`src/hw/jts_sel_map.vh`:
```
// constants for the jtag tap select latch
// Function
// on the rise of test reset after a low period, the level on the select line is latched as the port choice.
// a latched choice of 0 routes clock, mode, data in and data out to the boundary-scan port.
// a latched choice of 1 routes the four jtag pins to the emulation port instead.
// once test reset is high the select line stops selecting and carries events both ways.
// emulation logic decides whether the select line is driven or sampled as an event line.
// a control setting enables or disables the internal pull-up on the select line.
// while test reset is low the jtag pins are ignored and the device stays in functional mode.
// the selected port samples mode and data in on the test clock rise and changes data out on its fall.
`ifndef JTS_SEL_MAP_VH
`define JTS_SEL_MAP_VH
// ****************
// selection codes
// ****************
`define JTS_SEL_BSCAN 1'h0
`define JTS_SEL_EMU 1'h1
// ****************
// reset values
// ****************
`define JTS_SEL_RST 1'h1
`define JTS_PULL_EN_RST 1'h1
// ****************
// states
// ****************
`define JTS_ST_FUNC 2'h0
`define JTS_ST_TEST 2'h1
`define JTS_ST_W 2
`endif

```
`src/hw/jts_sel_top.v`:
```
// jtag tap select latch: routes test pins to boundary-scan or emulation tap
`timescale 1ns/1ps
`include "jts_sel_map.vh"
module jts_sel_top (
    // clock and reset
    input wire sys_clk,
    input wire resetn,
    input wire clk_en,
    // jtag pins
    input wire trst_pin,
    input wire tck_pin,
    input wire tms_pin,
    input wire tdi_pin,
    output reg tdo_out,
    output reg tdo_oe,
    // emulation select line, four signals
    input wire emulation_select_line_in,
    output reg emulation_select_line_out,
    output reg emulation_select_line_oe,
    output reg emulation_select_line_pull_en,
    // pull control
    input wire pull_inhibit_control_two,
    // boundary-scan tap side
    output reg bscan_tck,
    output reg bscan_tms,
    output reg bscan_tdi,
    output reg bscan_tck_rise,
    output reg bscan_tck_fall,
    input wire bscan_tdo,
    input wire bscan_tdo_en,
    // emulation tap side
    output reg emu_tck,
    output reg emu_tms,
    output reg emu_tdi,
    output reg emu_tck_rise,
    output reg emu_tck_fall,
    input wire emu_tdo,
    input wire emu_tdo_en,
    // emulation event line control
    input wire emu_evt_drive,
    input wire emu_evt_level,
    output reg emu_evt_in,
    // status
    output reg tap_sel,
    output reg test_mode
);
    // ****************
    // input synchronisers
    // ****************
    wire [4:0] pin_s;
    jts_sync2 #(.W(5)) u_sync (
        .sys_clk(sys_clk),
        .resetn(resetn),
        .clk_en(clk_en),
        .d({emulation_select_line_in, tdi_pin, tms_pin, tck_pin, trst_pin}),
        .q(pin_s)
    );
    wire trst_s = pin_s[0];
    wire tck_s = pin_s[1];
    wire tms_s = pin_s[2];
    wire tdi_s = pin_s[3];
    wire sel_s = pin_s[4];

    // ****************
    // state codes and decode helper
    // ****************
    localparam [`JTS_ST_W-1:0] ST_FUNC = `JTS_ST_FUNC;
    localparam [`JTS_ST_W-1:0] ST_TEST = `JTS_ST_TEST;

    // true while test is active and the latched choice is the wanted tap
    function tap_pick;
        input active_in;
        input sel_in;
        input want;
        begin
            tap_pick = active_in && (sel_in == want);
        end
    endfunction

    reg [`JTS_ST_W-1:0] st_r;
    reg [`JTS_ST_W-1:0] st_nxt;
    reg sel_r;
    reg sel_nxt;
    reg tck_d_r;
    wire tck_rise = tck_s & ~tck_d_r;
    wire tck_fall = ~tck_s & tck_d_r;

    // ****************
    // state machine
    // ****************
    always @* begin
        st_nxt = st_r;
        sel_nxt = sel_r;
        case (st_r)
            ST_FUNC: begin
                if (trst_s) begin
                    // selection latched on the low-to-high reset edge only
                    sel_nxt = sel_s;
                    st_nxt = ST_TEST;
                end
            end
            ST_TEST: begin
                if (!trst_s) begin
                    st_nxt = ST_FUNC;
                end
            end
            default: begin
                st_nxt = ST_FUNC;
            end
        endcase
    end

    wire active = (st_r == ST_TEST) && trst_s;
    wire use_emu = tap_pick(active, sel_r, `JTS_SEL_EMU);
    wire use_bs = tap_pick(active, sel_r, `JTS_SEL_BSCAN);

    // ****************
    // state, latched choice and status
    // ****************
    always @(posedge sys_clk or negedge resetn) begin
        if (!resetn) begin
            st_r <= ST_FUNC;
            sel_r <= `JTS_SEL_RST;
            tck_d_r <= 1'b0;
            tap_sel <= `JTS_SEL_RST;
            test_mode <= 1'b0;
        end else if (clk_en) begin
            st_r <= st_nxt;
            sel_r <= sel_nxt;
            tck_d_r <= tck_s;
            // status lags the latch, so it never shows a half-taken choice
            tap_sel <= sel_r;
            test_mode <= active;
        end
    end

    // ****************
    // pull-up control
    // ****************
    always @(posedge sys_clk or negedge resetn) begin
        if (!resetn) begin
            emulation_select_line_pull_en <= `JTS_PULL_EN_RST;
        end else if (clk_en) begin
            // pull-up inhibit: high disables the pull-up
            emulation_select_line_pull_en <= ~pull_inhibit_control_two;
        end
    end

    // ****************
    // boundary-scan tap routing
    // ****************
    always @(posedge sys_clk or negedge resetn) begin
        if (!resetn) begin
            bscan_tck <= 1'b0;
            bscan_tms <= 1'b1;
            bscan_tdi <= 1'b1;
            bscan_tck_rise <= 1'b0;
            bscan_tck_fall <= 1'b0;
        end else if (clk_en) begin
            // idle levels keep an unselected tap parked in its reset state
            bscan_tck <= use_bs & tck_s;
            bscan_tms <= use_bs ? tms_s : 1'b1;
            bscan_tdi <= use_bs ? tdi_s : 1'b1;
            bscan_tck_rise <= use_bs & tck_rise;
            bscan_tck_fall <= use_bs & tck_fall;
        end
    end

    // ****************
    // emulation tap routing
    // ****************
    always @(posedge sys_clk or negedge resetn) begin
        if (!resetn) begin
            emu_tck <= 1'b0;
            emu_tms <= 1'b1;
            emu_tdi <= 1'b1;
            emu_tck_rise <= 1'b0;
            emu_tck_fall <= 1'b0;
        end else if (clk_en) begin
            emu_tck <= use_emu & tck_s;
            emu_tms <= use_emu ? tms_s : 1'b1;
            emu_tdi <= use_emu ? tdi_s : 1'b1;
            emu_tck_rise <= use_emu & tck_rise;
            emu_tck_fall <= use_emu & tck_fall;
        end
    end

    // ****************
    // test data out
    // ****************
    always @(posedge sys_clk or negedge resetn) begin
        if (!resetn) begin
            tdo_out <= 1'b0;
            tdo_oe <= 1'b0;
        end else if (clk_en) begin
            // data out only moves on the falling test clock edge
            if (!active) begin
                tdo_oe <= 1'b0;
            end else if (tck_fall) begin
                if (use_emu) begin
                    tdo_out <= emu_tdo;
                    tdo_oe <= emu_tdo_en;
                end else begin
                    tdo_out <= bscan_tdo;
                    tdo_oe <= bscan_tdo_en;
                end
            end
        end
    end

    // ****************
    // emulation event line
    // ****************
    always @(posedge sys_clk or negedge resetn) begin
        if (!resetn) begin
            emulation_select_line_out <= 1'b0;
            emulation_select_line_oe <= 1'b0;
            emu_evt_in <= 1'b0;
        end else if (clk_en) begin
            // event line: never driven while it still acts as a selector
            emulation_select_line_oe <= active & emu_evt_drive;
            emulation_select_line_out <= active & emu_evt_level;
            emu_evt_in <= active & ~emu_evt_drive & sel_s;
        end
    end
endmodule

```
`src/hw/jts_sync2.v`:
```
// two flip-flop synchroniser for a bundle of pin inputs
`timescale 1ns/1ps
module jts_sync2 #(
    parameter W = 4
) (
    // clock and reset
    input wire sys_clk,
    input wire resetn,
    input wire clk_en,
    // data
    input wire [W-1:0] d,
    output reg [W-1:0] q
);
    reg [W-1:0] meta_r;
    always @(posedge sys_clk or negedge resetn) begin
        if (!resetn) begin
            meta_r <= {W{1'b0}};
            q <= {W{1'b0}};
        end else if (clk_en) begin
            meta_r <= d;
            q <= meta_r;
        end
    end
endmodule

```
`config.mk`:
```
export PLATFORM = sky130hd
export DESIGN_NAME = jts_sel_top
export DESIGN_NICKNAME = d
export VERILOG_FILES = /design/src/hw/jts_sel_top.v /design/src/hw/jts_sync2.v
export VERILOG_INCLUDE_DIRS = /design/src /design/src/hw
export SDC_FILE = /design/constraint.sdc
export NUM_CORES = 1
export LEC_CHECK = 0
export ABC_AREA = 1
export ABC_CLOCK_PERIOD_IN_PS = 1450
export BUFFER_PORTS_ARGS = -buffer_cell sky130_fd_sc_hd__buf_4
export CAP_MARGIN = 5
export CORE_MARGIN = 1.5
export CORE_UTILIZATION = 51
export CTS_BUF_LIST = sky130_fd_sc_hd__clkbuf_16
export DETAILED_ROUTE_END_ITERATION = 6
export PLACE_DENSITY = 0.77
export SLEW_MARGIN = 20
export SYNTH_ARGS = -nofsm -noshare
export SYNTH_HDL_FRONTEND = slang
export SYNTH_HIERARCHICAL = 1
export SYNTH_SLANG_ARGS = --single-unit
```
`constraint.sdc`:
```
create_clock -name sys_clk -period 1.45 [get_ports sys_clk]
set_input_delay 0.145 -clock sys_clk [delete_from_list [all_inputs] [get_ports sys_clk]]
set_output_delay 0.145 -clock sys_clk [all_outputs]
set_load 0.01 [all_outputs]
```
==> results by group <==
Finish
  – Fillers: 196
  – Share of cells above drive strength 1: 0.3184
  – Diodes inserted: 0
  – Area grow syn2layout: 30.33%
  – Top flop regs: u_sync/meta_r: 5 flops, u_sync/q: 5 flops
  – Most common cell after layout, fill and taps aside: nand2_1
  – Layout Cells excl Fill: 209
  – Nets: 195
  – Most frequent cells in the layout: nand2_1, buf_4, dfrtp_1

Timing
  – Min Tclk post-route: 1.176 ns
  – Endpoints failing setup: 0
  – Skew final: 0.003519 ns
  – Fin Hold WS: 0.01927 ns
  – Highest Clock Rate: 850.7 MHz
  – Hold Vio Cnt, Final: 0
  – Slew Viols, Final: 0
  – RSZ-0062 raised after global routing: no
  – Max-Slew Margin vs Limit: 0.7459
  – Setup WS post-layout: 0.2745 ns
  – Post-route setup TNS: 0 ns
  – Post-route clock period utilization: 0.8107
  – Worst-margin pin slew: 0.3812 ns

Clock network
  – CTS root buf: clkbuf_16
  – CTS Hold Bufs: 1
  – Num CTS Buffers: 5
  – Setup bufs post-CTS: 0
  – H-tree Lvls: 2
  – Clock transition at the registers of the reported paths: 0.05 ns
  – CTS tree: done
  – Sink Count: 31
  – Skew-Pair Late Insertion Delay: 0.27 ns
  – Clock Tree Buf Depth: 2
  – Post-CTS Resized: 0

Routing
  – Met3 WL: 143 um
  – Length of routed met2 wiring: 1380 um
  – Final ANT Viol Nets: 0
  – Met1 Wirelength: 1045 um
  – Drt via density: 4.962
  – DRT Wirelength: 2634 um
  – DR pass1 iterations: 4
  – DRT iter0 DRCs: 15
  – Via count: 1037
  – Residual DRC: 0
  – Top Layer Used: met4
  – Wire per inst: 12.60 um

Placed design
  – Place WS: 0.2967 ns
  – Routability cong.: 0.9131
  – Dpl cells: 200
  – DP HPWL: 1768 um
  – Port bufs: 32

Yosys
  – Mapped Cells: 141
  – Syn nets: 158
  – Syn Area/Cell: 9.273 um^2
  – Post-synth top area share: 0.4593
  – Register area share after synthesis: 0.6000
  – Ranking of synthesized cells by area: dfrtp_1, nand2_1, dfstp_2, nand3_1, nor2_1
  – Mapped Area: 1308 um^2
  – Yosys warning total: 6
  – Yosys cell types: 22
  – #FFs+latches synth: 31
  – Area leader, netlist: dfrtp_1

Power and ir drop
  – Peak supply drop: 1183 uV
  – Power, Total: 0.002535 W
  – PwrDens: 1488 nW/um^2
  – Pleak: 0.9128 nW

Worst hold path
  – Worst Hold Launch: pull_inhibit_control_two
  – Hold WC Path Type: in2reg
  – Worst hold stages: 2
  – Hold Path End: emulation_select_line_pull_en$_DFFE_PN1P_

Setup path
  – RR Endpoint: tdo_oe$_DFFE_PN0P_
  – CP bufs+invs: 1
  – FF-to-FF Start: u_sync/q[0]$_DFFE_PN0P_
  – Setup Crit Path Kind: reg2reg
  – Cell with the largest stage delay on the worst path: dfrtp_1
  – Most used cell, CP: nand2_1
  – Largest delay share family, worst path: flip-flops
  – Sequence of cells on the critical path: ha_1, inv_1, nand2_1, nand2_1, nand3_1, nand2_1
  – WP data arrival: 1.39 ns
  – Critical Path RT: 1.66 ns
  – Reg2reg setup slack: 0.27 ns
  – CP endpoint kind: register
  – Type of origin of the critical path: register
  – CP max FO: 4
  – Cell depth of the worst flop-to-flop path: 6
  – CP max stage delay: 0.41 ns

Die
  – Number of cell rows: 18
  – I/O Pins: 33
  – Core area: 2455 um^2
  – Starting density of the core: 0.5326
  – Die Span X: 53.64 um
  – Die area: 2877 um^2
  – Die H: 53.64 um

Global routing
  – First-pass GRT wire length: 3926 um
  – GR Overflow Total: 0
  – Largest net degree at the start of global routing: 32
  – Antenna violations before repair: 0
  – Number of global-route vias before repair: 953
  – GRT Util Overall: 0.2033

Run
  – Max-Cap Viols: 0

Run status
  – Outcome: finished, final reports clean
layout make-up:
class	count	area [um^2]	area share
Inverter	11	43.79	0.02570
Timing Repair Buffer	33	250.2	0.1468
Sequential cell	31	784.5	0.4604
Multi-Input combinational cell	96	451.7	0.2651
Tap cell	30	37.54	0.02203
Clock inverter	3	11.26	0.006608
Clock buffer	5	125.1	0.07342
where the power goes:
part	internal [W]	switching, W
registers	0.00103	0.000107
clock network	0.000613	0.000321
logic	0.000207	0.000260
layer usage:
metal	global-route usage	vias up
met3	0.08611	8
met1	0.2039	482
li1	-	513
met5	0	-
met4	0.1282	0
met2	0.3457	34
worst reg2reg max path, stage by stage, from the launching register on:
cell,delay [ns]
dfrtp_1,0.41
ha_1,0.25
inv_1,0.10
nand2_1,0.11
nand2_1,0.11
nand3_1,0.09
nand2_1,0.06
kinds of logic (layout without fill, tap and decap cells):
family	after synthesis	after routing	share of synthesized area
simple gates	79	79	0.2565
flops	31	31	0.6000
compound gates	14	14	0.06316
buf+inv	14	52	0.05455
fa+ha+maj	2	2	0.01914
xor+xnor	1	1	0.006700
synthesized netlist by cell type:
cell type,instances
nand2_1,58
dfrtp_1,24
nor2_1,8
dfstp_2,7
inv_1,7
nand3_1,6
a21oi_1,5
nand2_2,4
o21ai_1,3
buf_6,2
clkinv_2,2
ha_1,2
inv_2,2
o21ai_0,2
o21ai_2,2
buf_2,1
nand2_4,1
nand3_2,1
nor2_4,1
o21a_1,1
o31ai_1,1
xor2_1,1
worst max path at each step:
stage | cells past startpoint | endpoint | from | slack [ns]
detailed placement | 7 | tdo_out$_DFFE_PN0P_ | u_sync/q[0]$_DFFE_PN0P_ | 0.30
global placement | 6 | tdo_oe$_DFFE_PN0P_ | u_sync/q[0]$_DFFE_PN0P_ | 0.34
floorplan | 7 | tdo_out$_DFFE_PN0P_ | u_sync/q[0]$_DFFE_PN0P_ | 0.38
finish | 6 | tdo_oe$_DFFE_PN0P_ | u_sync/q[0]$_DFFE_PN0P_ | 0.27
global route | 6 | tdo_oe$_DFFE_PN0P_ | u_sync/q[0]$_DFFE_PN0P_ | 0.19
CTS | 7 | tdo_out$_DFFE_PN0P_ | u_sync/q[0]$_DFFE_PN0P_ | 0.28
through the flow:
step                      instance area, um^2    util
after floorplan                          1308       -
after global placement                   1558  0.6346
after detailed placement                 1558  0.6346
after CTS                                1704  0.6942
after global routing                     1704  0.6942
final                                    1704  0.6942
(Power assumes the default switching activity.)
